==> src/logic/sdbt_pkg.sv <==
`default_nettype none
package sdbt_pkg;
  // bus and counter widths
  localparam int ADDR_W  = 6;
  localparam int DATA_W  = 8;
  localparam int PRESC_W = 10;

  // register offsets
  localparam logic [5:0] OFF_CTRL_CLK  = 6'h00;
  localparam logic [5:0] OFF_OUT_EN    = 6'h01;
  localparam logic [5:0] OFF_FORCED    = 6'h02;
  localparam logic [5:0] OFF_SPLIT     = 6'h03;
  localparam logic [5:0] OFF_CMD_CLR   = 6'h04;
  localparam logic [5:0] OFF_CMD_SET   = 6'h05;
  localparam logic [5:0] OFF_INT_EN    = 6'h0A;
  localparam logic [5:0] OFF_INT_FLAGS = 6'h0B;
  localparam logic [5:0] OFF_LOW_CNT   = 6'h20;
  localparam logic [5:0] OFF_HIGH_CNT  = 6'h21;
  localparam logic [5:0] OFF_LOW_PER   = 6'h26;
  localparam logic [5:0] OFF_HIGH_PER  = 6'h27;
  localparam logic [5:0] OFF_CMP_FIRST = 6'h28;
  localparam logic [5:0] OFF_CMP_LAST  = 6'h2D;

  // field positions
  localparam int ENABLE_BIT      = 0;
  localparam int PRESC_LSB       = 1;
  localparam int SPLIT_BIT       = 0;
  localparam int CMD_LSB         = 2;
  localparam int TARGET_LSB      = 0;
  localparam int LOW_BOTTOM_BIT  = 0;
  localparam int HIGH_BOTTOM_BIT = 1;
  localparam int LOW_MATCH_LSB   = 4;
  localparam int LOW_CHAN_LSB    = 0;
  localparam int HIGH_CHAN_LSB   = 4;

  // writable bits of each register
  localparam logic [7:0] CTRL_MASK  = 8'h0F;
  localparam logic [7:0] CHAN_MASK  = 8'h77;
  localparam logic [7:0] SPLIT_MASK = 8'h01;
  localparam logic [7:0] IRQ_MASK   = 8'h73;

  // reset values
  localparam logic [7:0] RST_REG = 8'h00;
  localparam logic [7:0] RST_CNT = 8'h00;
  localparam logic [7:0] RST_PER = 8'hFF;
  localparam logic [7:0] RST_CMP = 8'h00;

  // log2 of each division, four bits per code, code 0 lowest
  localparam logic [31:0] DIV_SHIFT = 32'hA8643210;

  typedef enum logic [1:0] {
    CMD_NONE       = 2'h0,
    CMD_RESERVED   = 2'h1,
    CMD_RESTART    = 2'h2,
    CMD_HARD_RESET = 2'h3
  } sdbt_cmd_t;

  typedef enum logic [1:0] {
    TGT_NONE     = 2'h0,
    TGT_RSVD_ONE = 2'h1,
    TGT_RSVD_TWO = 2'h2,
    TGT_BOTH     = 2'h3
  } sdbt_target_t;
endpackage
`default_nettype wire

==> src/logic/sdbt_timer.sv <==
// Summary of operation
// prescale code 0..7 divides clock by 1,2,4,8,16,64,256,1024
// timer counts only while the enable bit is one
// dual byte mode bit makes two independent 8-bit down counters
// output enable bit puts the waveform on the pin instead of port
// while disabled the forced level bits drive the waveform outputs
// command field: none, reserved, restart, hard reset
// hard reset command is ignored while the timer is enabled
// command field always reads zero in set and clear registers
// command target: none, reserved, reserved, both counters
// software writes command with target; command acts on selected counters
// software selects both counters when issuing hard reset
// clear register: ones clear target bits, zeros leave them
// set register: ones set target bits, zeros leave them
// low compare enable lets its flag raise that channel's request
// bottom enables let the bottom flags raise their requests
// low count equal to channel compare value sets its flag
// flags stay set until software writes one; set beats clear
// high counter reaching bottom sets the high bottom flag
// low counter reaching bottom sets the low bottom flag
// high compare values drive high waveform outputs while enabled
// counters step down per tick, reload period at zero, flag bottom
`timescale 1ns/1ns
`default_nettype none
module sdbt_timer
(
  input  wire logic [sdbt_pkg::ADDR_W-1:0] regAddr,
  input  wire logic [sdbt_pkg::DATA_W-1:0] regWdata,
  input  wire logic                        regWrite,
  input  wire logic                        regRead,
  input  wire logic                        mclk,
  input  wire logic                        rst,
  input  wire logic [5:0]                  portOut,
  output logic      [sdbt_pkg::DATA_W-1:0] regRdata,
  output logic      [5:0]                  waveOut,
  output logic      [5:0]                  pinOut,
  output logic      [2:0]                  lowMatchIrq,
  output logic                             highBottomIrq,
  output logic                             lowBottomIrq
);
  import sdbt_pkg::*;

  logic [7:0]   ctrlClk;
  logic [7:0]   outEn;
  logic [7:0]   forced;
  logic [7:0]   splitCtl;
  logic [1:0]   cmdTarget;
  logic [7:0]   intEn;
  logic [7:0]   interrupt_flags;
  logic [7:0]   lowCnt;
  logic [7:0]   highCnt;
  logic [7:0]   lowPer;
  logic [7:0]   highPer;
  logic [7:0]   lowCmp [0:2];
  logic [7:0]   highCmp [0:2];
  logic [7:0]   readValue;
  logic [7:0]   flagSet;
  logic [7:0]   flagClr;
  logic [1:0]   next_target;
  logic [5:0]   chanEn;
  logic [2:0]   lowMatch;
  logic         timerOn;
  logic         counting;
  logic         tick;
  logic         wrCmd;
  logic         wrLowCnt;
  logic         wrHighCnt;
  logic         wrCmp;
  logic         restartCmd;
  logic         hardReset;
  logic         clrAll;
  logic         lowStep;
  logic         highStep;
  logic         lowBottom;
  logic         highBottom;
  logic [1:0]   cmpIdx;
  sdbt_cmd_t    cmdCode;

  // step one count down, wrapping to the period at zero
  function automatic logic [7:0] stepDown(input logic [7:0] cnt,
                                          input logic [7:0] per);
    stepDown = (cnt == 8'h00) ? per : 8'(cnt - 8'h01);
  endfunction

  // compare channel index of a compare register offset
  function automatic logic [1:0] indexOf(input logic [5:0] addr);
    logic [5:0] rel;
    rel = 6'(addr - OFF_CMP_FIRST);
    indexOf = rel[2:1];
  endfunction

  // run state and prescaler
  assign timerOn  = ctrlClk[ENABLE_BIT];
  assign counting = timerOn && splitCtl[SPLIT_BIT];

  sdbt_prescaler #(
    .PRESC_W (PRESC_W)
  ) u_presc (
    .mclk    (mclk),
    .rst     (clrAll),
    .run     (counting),
    .restart (restartCmd),
    .select  (ctrlClk[PRESC_LSB +: 3]),
    .tick    (tick)
  );

  // command decode on writes to the set and clear registers
  assign wrCmd   = regWrite &&
                   (regAddr == OFF_CMD_CLR || regAddr == OFF_CMD_SET);
  assign cmdCode = sdbt_cmd_t'(regWdata[CMD_LSB +: 2]);
  assign next_target = (regAddr == OFF_CMD_SET) ?
                       (cmdTarget | regWdata[TARGET_LSB +: 2]) :
                       (cmdTarget & ~regWdata[TARGET_LSB +: 2]);
  assign restartCmd = wrCmd && cmdCode == CMD_RESTART &&
                      next_target == TGT_BOTH;
  assign hardReset  = wrCmd && cmdCode == CMD_HARD_RESET &&
                      next_target == TGT_BOTH && !timerOn;
  assign clrAll     = rst || hardReset;

  // address strobes for the counting registers
  assign wrLowCnt  = regWrite && regAddr == OFF_LOW_CNT;
  assign wrHighCnt = regWrite && regAddr == OFF_HIGH_CNT;
  assign wrCmp     = regWrite && regAddr >= OFF_CMP_FIRST &&
                     regAddr <= OFF_CMP_LAST;
  assign cmpIdx    = indexOf(regAddr);

  // control registers, reserved bits held at zero
  always_ff @(posedge mclk)
  begin
    if (clrAll)
    begin
      ctrlClk  <= RST_REG;
      outEn    <= RST_REG;
      forced   <= RST_REG;
      splitCtl <= RST_REG;
      intEn    <= RST_REG;
    end
    else if (regWrite)
    begin
      if (regAddr == OFF_CTRL_CLK)
        ctrlClk <= regWdata & CTRL_MASK;
      else if (regAddr == OFF_OUT_EN)
        outEn <= regWdata & CHAN_MASK;
      else if (regAddr == OFF_FORCED)
        forced <= regWdata & CHAN_MASK;
      else if (regAddr == OFF_SPLIT)
        splitCtl <= regWdata & SPLIT_MASK;
      else if (regAddr == OFF_INT_EN)
        intEn <= regWdata & IRQ_MASK;
    end
  end

  // command target bits, set or cleared by writing ones
  always_ff @(posedge mclk)
  begin
    if (clrAll)
      cmdTarget <= TGT_NONE;
    else if (wrCmd)
      cmdTarget <= next_target;
  end

  // period and compare storage
  always_ff @(posedge mclk)
  begin
    if (clrAll)
    begin
      lowPer  <= RST_PER;
      highPer <= RST_PER;
      for (int i = 0; i < 3; i++)
      begin
        lowCmp[i]  <= RST_CMP;
        highCmp[i] <= RST_CMP;
      end
    end
    else if (regWrite && regAddr == OFF_LOW_PER)
      lowPer <= regWdata;
    else if (regWrite && regAddr == OFF_HIGH_PER)
      highPer <= regWdata;
    else if (wrCmp && !regAddr[0])
      lowCmp[cmpIdx] <= regWdata;
    else if (wrCmp)
      highCmp[cmpIdx] <= regWdata;
  end

  // counter events; a software write beats count and restart
  assign lowStep    = tick && counting && !wrLowCnt && !restartCmd;
  assign highStep   = tick && counting && !wrHighCnt && !restartCmd;
  assign lowBottom  = lowStep && lowCnt == 8'h00;
  assign highBottom = highStep && highCnt == 8'h00;
  always_comb
  begin
    for (int i = 0; i < 3; i++)
      lowMatch[i] = lowStep && lowCnt == lowCmp[i];
  end

  // low byte down counter
  always_ff @(posedge mclk)
  begin
    if (clrAll)
      lowCnt <= RST_CNT;
    else if (wrLowCnt)
      lowCnt <= regWdata;
    else if (restartCmd)
      lowCnt <= lowPer;
    else if (lowStep)
      lowCnt <= stepDown(lowCnt, lowPer);
  end

  // high byte down counter
  always_ff @(posedge mclk)
  begin
    if (clrAll)
      highCnt <= RST_CNT;
    else if (wrHighCnt)
      highCnt <= regWdata;
    else if (restartCmd)
      highCnt <= highPer;
    else if (highStep)
      highCnt <= stepDown(highCnt, highPer);
  end

  // sticky flags, hardware set wins over a one written to clear
  assign flagSet = {1'b0, lowMatch, 2'b00, highBottom, lowBottom};
  assign flagClr = (regWrite && regAddr == OFF_INT_FLAGS) ?
                   (regWdata & IRQ_MASK) : 8'h00;
  always_ff @(posedge mclk)
  begin
    if (clrAll)
      interrupt_flags <= RST_REG;
    else
      interrupt_flags <= (interrupt_flags & ~flagClr) | flagSet;
  end

  // requests gated by their enables
  assign lowMatchIrq   = interrupt_flags[LOW_MATCH_LSB +: 3] &
                         intEn[LOW_MATCH_LSB +: 3];
  assign highBottomIrq = interrupt_flags[HIGH_BOTTOM_BIT] &&
                         intEn[HIGH_BOTTOM_BIT];
  assign lowBottomIrq  = interrupt_flags[LOW_BOTTOM_BIT] &&
                         intEn[LOW_BOTTOM_BIT];

  // waveform generator: compare result when running, forced when stopped
  always_ff @(posedge mclk)
  begin
    if (clrAll)
      waveOut <= 6'h00;
    else
    begin
      for (int i = 0; i < 3; i++)
      begin
        waveOut[i]   <= timerOn ? (lowCnt < lowCmp[i]) :
                        forced[LOW_CHAN_LSB + i];
        waveOut[3+i] <= timerOn ? (highCnt < highCmp[i]) :
                        forced[HIGH_CHAN_LSB + i];
      end
    end
  end

  // pin mux between waveform and port value
  assign chanEn = {outEn[HIGH_CHAN_LSB +: 3], outEn[LOW_CHAN_LSB +: 3]};
  assign pinOut = (waveOut & chanEn) | (portOut & ~chanEn);

  // read mux; command field always reads zero
  always_comb
  begin
    readValue = 8'h00;
    if (regAddr == OFF_CTRL_CLK)
      readValue = ctrlClk;
    else if (regAddr == OFF_OUT_EN)
      readValue = outEn;
    else if (regAddr == OFF_FORCED)
      readValue = forced;
    else if (regAddr == OFF_SPLIT)
      readValue = splitCtl;
    else if (regAddr == OFF_CMD_CLR || regAddr == OFF_CMD_SET)
      readValue = {6'h00, cmdTarget};
    else if (regAddr == OFF_INT_EN)
      readValue = intEn;
    else if (regAddr == OFF_INT_FLAGS)
      readValue = interrupt_flags;
    else if (regAddr == OFF_LOW_CNT)
      readValue = lowCnt;
    else if (regAddr == OFF_HIGH_CNT)
      readValue = highCnt;
    else if (regAddr == OFF_LOW_PER)
      readValue = lowPer;
    else if (regAddr == OFF_HIGH_PER)
      readValue = highPer;
    else if (regAddr >= OFF_CMP_FIRST && regAddr <= OFF_CMP_LAST)
      readValue = regAddr[0] ? highCmp[cmpIdx] : lowCmp[cmpIdx];
  end

  // read data registered one cycle after the strobe
  always_ff @(posedge mclk)
  begin
    if (rst)
      regRdata <= 8'h00;
    else if (regRead)
      regRdata <= readValue;
  end
endmodule
`default_nettype wire

==> src/logic/sdbt_prescaler.sv <==
`timescale 1ns/1ns
`default_nettype none
module sdbt_prescaler
#(
  parameter int PRESC_W = sdbt_pkg::PRESC_W
)
(
  input  wire logic       mclk,
  input  wire logic       rst,
  input  wire logic       run,
  input  wire logic       restart,
  input  wire logic [2:0] select,
  output logic            tick
);
  import sdbt_pkg::*;

  logic [PRESC_W-1:0] divCount;
  logic [PRESC_W-1:0] divMask;

  // low bits that must all be one for a tick
  function automatic logic [PRESC_W-1:0] maskOf(input logic [2:0] code);
    logic [3:0] sh;
    sh = DIV_SHIFT[{code, 2'b00} +: 4];
    maskOf = PRESC_W'((1 << sh) - 1);
  endfunction

  assign divMask = maskOf(select);
  assign tick    = run && ((divCount & divMask) == divMask);

  // free count while running, cleared when stopped or restarted
  always_ff @(posedge mclk)
  begin
    if (rst || !run || restart)
      divCount <= '0;
    else
      divCount <= PRESC_W'(divCount + 1'b1);
  end
endmodule
`default_nettype wire

==> config.mk <==
export PLATFORM = sky130hd
export DESIGN_NAME = sdbt_timer
export DESIGN_NICKNAME = d
export VERILOG_FILES = /design/src/logic/sdbt_pkg.sv /design/src/logic/sdbt_timer.sv /design/src/logic/sdbt_prescaler.sv
export SDC_FILE = /design/constraint.sdc
export NUM_CORES = 1
export LEC_CHECK = 0
export ABC_AREA = 1
export BUFFER_PORTS_ARGS = -buffer_cell sky130_fd_sc_hd__buf_2
export CORE_MARGIN = 10
export CORE_UTILIZATION = 58
export DETAILED_ROUTE_END_ITERATION = 16
export GPL_TIMING_DRIVEN = 0
export PLACE_DENSITY_LB_ADDON = 0.2
export SKIP_LAST_GASP = 1
export SYNTH_ARGS = -nofsm -noshare
export SYNTH_HDL_FRONTEND = slang
export SYNTH_HIERARCHICAL = 1
export SYNTH_SLANG_ARGS = --single-unit
==> constraint.sdc <==
create_clock -name mclk -period 3.3 [get_ports mclk]
set_clock_uncertainty 0.2 [all_clocks]
set_input_delay 0 -clock mclk [delete_from_list [all_inputs] [get_ports mclk]]
set_output_delay 0 -clock mclk [all_outputs]
set_load 0.02 [all_outputs]
## Word-level counts from Yosys, hierarchy flattened

Memory sizes are Yosys's and may differ from the RTL's.
Index checks and enable logic that the tools add are counted.

- Muxes and demuxes: 48
- Reductions and logical operators: 52
- Equality and inequality tests: 18
- Magnitude comparators: 8
- Shifts and indexed selects: 2
- $add $sub $neg: 5
- Bitwise logic cells: 17

Operators with widths:

| kind | count |
|---|---|
| two-way mux 8 bit | 23 |
| < comparator 8 bit | 6 |
| variable part select 32 x 6 -> 4 bit, first input constant | 1 |
| logical AND 1 bit | 29 |
| equality test 6 bit, second input constant | 4 |
| equality test 8 bit | 3 |
| two-way mux 1 bit | 21 |
| zero test 8 bit | 2 |
| OR reduction 8 bit | 2 |
| subtractor 8 x 1 -> 8 bit, second input constant | 2 |
| AND 6 bit | 2 |
| equality test 6 x 2 -> 1 bit, second input constant | 2 |
| equality test 6 x 3 -> 1 bit, second input constant | 2 |
| equality test 6 x 4 -> 1 bit, second input constant | 2 |
| adder 10 x 1 -> 10 bit, second input constant | 1 |
| AND 10 bit | 1 |
| equality test 10 bit | 1 |
| << shifter 1 x 4 -> 10 bit, first input constant | 1 |
| subtractor 10 x 2 -> 10 bit, second input constant | 1 |
| AND 8 bit | 1 |
| inverter 7 -> 8 bit | 1 |
| bitwise OR 8 x 7 -> 8 bit | 1 |
| two-way mux 7 bit | 1 |
| equality test 2 bit, second input constant | 3 |
| 21 further kinds | 37 |

- RAM bits: 48
- Logic and storage cells: 166
- Memories: 2
- Output and inout bits: 25
- Bits of input ports: 24
- Bits in registers: 88

Memory list:

| name | depth | width | read ports | clocked after Yosys merged registers in | write ports | line | RTL |
|---|---|---|---|---|---|---|---|
| highCmp | 3 | 8 | 4 | 0 | 3 | sdbt_timer.sv:55 | `logic [7:0] highCmp [0:2];` |
| lowCmp | 3 | 8 | 4 | 0 | 3 | sdbt_timer.sv:54 | `logic [7:0] lowCmp [0:2];` |

## Depth between registers and ports, before layout

An unclocked memory read counts as a cell.

- Word-level depth: 15
- Depth in mapped cells: 17
- Mapped depth without buffers: 16

## Modules after synthesis

Netlist, hierarchy kept.

Modules (own cells, without submodules):

| module | seq. area each (um2) | cells an instance | instances | area an instance (um2) |
|---|---|---|---|---|
| sdbt_timer | 2,942.8 | 977 | 1 | 7,567.3 |
| sdbt_prescaler | 200.2 | 73 | 1 | 516.7 |

## Worst setup path before layout

OpenSTA, ideal clock, no wires.

- Path type: input -> register
- Start point: in regAddr[1] (netlist bit)
- End point: mem highCmp[0][0] (enable)
- Library setup time: 329 ps
- Path buffers: 3
- Arrival time: 1,453 ps
- Stages: 12
- Setup slack: 1,318 ps
- Required time: 2,771 ps
- Cell sequence: buf_2 > inv_2 > nand3_2 > nor2_2 > nand2_1 > o21ai_2 > nand2_2 > nor4_2 > nor2_2 > buf_8 > buf_6 > nand2_1

RTL lines:

| element | line | RTL |
|---|---|---|
| start, declared | sdbt_timer.sv:27 | `input wire logic [sdbt_pkg::ADDR_W-1:0] regAddr,` |
| end, declared | sdbt_timer.sv:55 |  |

## Final worst setup path

- Start point: in regAddr[4] (netlist bit)
- End point: reg regRdata[4] (netlist bit)

- Longest elaborated chain between the ends: 14
- Elaborated cells on any way between the ends: 28
- Classes of those cells: 2 x order compare; 11 x eq/ne; 12 x mux; 3 x reduce/logical

RTL lines:

| element | line | RTL |
|---|---|---|
| >= comparator 6 bit / less-or-equal comparator 6 bit (equally long branches) | sdbt_timer.sv:289 | `else if (regAddr >= OFF_CMP_FIRST && regAddr <= OFF_CMP_LAST)` |
| logical AND 1 bit | sdbt_timer.sv:289 |  |
| two-way mux 8 bit | sdbt_timer.sv:289 |  |
| two-way mux 8 bit | sdbt_timer.sv:287 | `else if (regAddr == OFF_HIGH_PER)` |
| two-way mux 8 bit | sdbt_timer.sv:285 | `else if (regAddr == OFF_LOW_PER)` |
| two-way mux 8 bit | sdbt_timer.sv:283 | `else if (regAddr == OFF_HIGH_CNT)` |
| two-way mux 8 bit | sdbt_timer.sv:281 | `else if (regAddr == OFF_LOW_CNT)` |
| two-way mux 8 bit | sdbt_timer.sv:279 | `else if (regAddr == OFF_INT_FLAGS)` |
| two-way mux 8 bit | sdbt_timer.sv:277 | `else if (regAddr == OFF_INT_EN)` |
| two-way mux 8 bit | sdbt_timer.sv:275 | `else if (regAddr == OFF_CMD_CLR \|\| regAddr == OFF_CMD_SET)` |
| two-way mux 8 bit | sdbt_timer.sv:273 | `else if (regAddr == OFF_SPLIT)` |
| two-way mux 8 bit | sdbt_timer.sv:271 | `else if (regAddr == OFF_FORCED)` |
| two-way mux 8 bit | sdbt_timer.sv:269 | `else if (regAddr == OFF_OUT_EN)` |
| two-way mux 8 bit (*) | sdbt_timer.sv:267 | `if (regAddr == OFF_CTRL_CLK)` |
| end signal, assigned | sdbt_timer.sv:299 | `regRdata <= readValue;` |
| end, declared | sdbt_timer.sv:34 | `output logic [sdbt_pkg::DATA_W-1:0] regRdata,` |

Every way passes the cells marked *; elsewhere a longest branch is shown, timed or not.
A chain may end at the register's enable or synchronous reset.

==> reports/summary.txt <==
outcome: finished, final reports clean
Root Driver: clkbuf_16
Remaining DRCs: 0
vias in the first global route: 7200
slowest library cell on the worst path: dlygate4sd3_1
Max Cap Violations: 0
Worst setup EP type: flip-flop
post-layout util: 0.680
antenna viol nets, final: 0
critical path cell sequence: dlygate4sd3_1 > buf_2 > nor2_1 > inv_1 > dlygate4sd3_1 > nor2_1 > inv_2 > nor2_4 > inv_1 > nand2_1 > a21oi_1 > o211ai_1 > nand2_1 > nand2_1 > nand2_1 > dlygate4sd3_1 > a21oi_1
Synth top area share: 0.210
worst path bufs/invs: 7
drt initial violations: 834
number of flops mapped to enable cells by yosys: 48
Post-CTS Resized: 0
power per cell area: 443 nW/um2
final worst path period share: 0.960
Slew Limit Headroom: 0.521
via count: 7747
H-tree Lvls: 4
post-synthesis sequential area ratio: 0.389
syn_nets: 1124
Synth Instances: 1050
TNS Setup: 0 ns
CTS buffer count: 17
Clock Latency Late Sink: 0.44 ns
first-pass GRT wire length: 39.1 mm
fraction of registers with async set/reset: 0
Min-Delay Path Class: input pin to flip-flop
Critical Path RT: 3.48 ns
worst vdd ir: 0.000435 V
R2R cell count: 12
Placed Cells: 1272
DP HPWL: 17.9 mm
R2R Path Start: ctrlClk[0]
cell depth of the worst hold path: 8
leakage: 4.26 nW
kind of cell adding the most delay to the critical path: buffers and inverters
minimum clock period: 3.17 ns
critical path class: input pin to flip-flop
crit-path max cell delay: 0.58 ns
min-delay src: regAddr[5]
die width: 138 um
Fill cells: 1162
worst slew pin tran: 0.718 ns
Layout Cells excl Fill: 1327
DR WL/cell: 18.9 um
Final setup viols: 0
CP most frequent cell: nand2_1
Worst Hold End: regRdata[0]
Clock Sinks: 133
IO buf count: 42
Nets: 1208
Clock Path Buffers: 2
area leader, netlist: dfxtp_1
Avg Inst Size Synth: 7.70 um2
remaining global-route overflow: 0
TritonCTS clock tree: built
Max FO, Critical Path: 8
die height: 138 um
largest net degree at the start of global routing: 17
Routed WL: 25.1 mm
RSZ-0062 raised after global routing: false
die area: 19100 um2
GR Util All Layers: 0.255
Rows: 43
Vias per Instance: 5.84
pre-CTS setup slack: 0.842 ns
layout cell share with drive strength beyond 1: 0.138
antenna violations before repair: 0
Worst setup SP type: input pin
number of unique standard cell types used by synthesis: 50
Placeable Area: 13800 um2
Worst-path clk slew: 0.06 ns
Main synth FF type: dfxtp_1
Slew Viols, Final: 0
dpl cell area: 8520 um2
post-route setup slack: 0.132 ns
synthesized flop and latch total: 133
synthesized cell area: 8080 um2
initial core utilization: 0.587
RD Place Congestion: 0.964
final instance area: 9370 um2
FMAX: 0.316 GHz
Arr. time, crit path: 3.35 ns
Layout area overhead: 15.8%
First-pass DRT Iterations: 6
RR Endpoint: interrupt_flags[0]
Hold Vio Cnt, Final: 0
top cells by area, synth: dfxtp_1 21%, edfxtp_1 18%, nand2_1 11%
num ports: 49
n_diodes: 0
Yosys warnings: 6
postcts setup bufs: 0
FF-to-FF setup slack: 0.76 ns
sequential cells by signal, summed over array words and instances, names as in the netlist:
signal / flops
forced: 6
highPer: 8
u_presc/divCount: 10
waveOut: 6
lowCnt: 8
highCmp: 24
ctrlClk: 4
highCnt: 8
lowCmp: 24
intEn: 5
cmdTarget: 2
lowPer: 8
interrupt_flags: 5
outEn: 6
regRdata: 8
splitCtl: 1
routing by layer:
metal  GRT usage  vias to the layer above  wire length (um)
met2       0.419                      376             11700
li1            -                     3716                 -
met5           0                        -                 0
met4       0.125                        0              1170
met1       0.308                     3565             10200
met3      0.0579                       90              2070
worst reg2reg max path, cell delays in order, from the launching register on:
cell and delay (ns):
dfxtp_1 0.31, clkbuf_1 0.41, nand2_1 0.13, inv_1 0.10
inv_1 0.07, a21oi_1 0.11, o21ai_0 0.10, a21oi_1 0.13
nand2_1 0.22, inv_1 0.11, nand3_1 0.14, or2_2 0.31
a21oi_1 0.13
power breakdown:
group	switching, W	internal, W	total, W
combinational	0.000265	0.000118	0.000384
sequential	0.0000286	0.00174	0.00177
clock	0.000782	0.00122	0.00200
area by class of cell:
class / instances / area, um2 / area share
flip-flops and latches: 133 / 3140 / 0.336
inverters: 139 / 527 / 0.0562
clock inverters: 13 / 171 / 0.0183
repair buffers: 65 / 440 / 0.0470
plain buffers: 34 / 215 / 0.0230
well taps: 180 / 225 / 0.0240
multi-input cells: 744 / 4200 / 0.448
clock buffers: 19 / 444 / 0.0474
cell usage in the layout, fill, tap and decap left out, drive strengths merged, types with 6 or more instances in the layout:
master / count
o21ai: 65
dlygate4sd3: 23
buf: 68
a21oi: 104
clkbuf: 27
edfxtp: 48
ha: 50
a31oi: 9
nor3: 6
o211ai: 31
nand3: 56
dfxtp: 85
o22ai: 16
inv: 138
nor2: 112
nand4: 19
xor2: 7
nand2: 238
clkinv: 10
worst max path at each step:
stage,start,to,slack (ns),cells after the start
after floorplan,regAddr[1],highCmp[0][0],1.32,12
after detailed placement,regWdata[2],highCmp[1][1],0.84,7
after global routing,regAddr[4],regRdata[4],0.03,17
after global placement,regWdata[2],highCmp[1][1],0.83,7
after CTS,regAddr[4],regRdata[4],0.22,17
final,regAddr[4],regRdata[4],0.13,17
kinds of logic (layout without fill, tap and decap cells):
kind of cell    count (synthesis)  after routing  share of synthesized area
simple gates                  445            445                      0.261
compound gates                238            238                      0.169
buf+inv                       173            270                     0.0918
flops                         133            133                      0.389
fa+ha+maj                      50             50                     0.0774
xor+xnor                       11             11                     0.0119
synth_stat cells, types with 3 or more instances:
cell type / n
nand4_1: 12
nand4_4: 6
dfxtp_1: 85
inv_1: 122
clkinv_1: 6
xnor2_1: 4
clkbuf_1: 8
inv_2: 9
nand3_1: 47
or2_2: 4
buf_2: 16
a31oi_1: 9
xor2_1: 7
o211ai_1: 31
o31ai_1: 3
a211oi_1: 5
o22ai_1: 16
nor3_1: 5
nor2_4: 5
o21ai_2: 8
nand2_1: 235
nor2_1: 100
o21ai_0: 57
ha_1: 50
nor2_2: 6
buf_6: 5
edfxtp_1: 48
a21oi_1: 103
nand3_2: 8
through the flow:
| step | total power, W | hold slack [ns] |
|---|---|---|
| 2_1_floorplan | 0.00202 | -0.0391 |
| 3_3_place_gp | 0.00215 | 0.106 |
| 3_5_place_dp | 0.00215 | 0.110 |
| 4_1_cts | 0.00414 | 0.0145 |
| 5_1_grt | 0.00426 | 0.0831 |
| 6_report | 0.00415 | 0.0220 |
timing repair:
item                                    4_1_cts  5_1_grt
hold endpoints to repair                     56        0
hold buffers                                 23        0
endpoints found under the setup margin        0        0
Power figures use the tool's default switching activity.
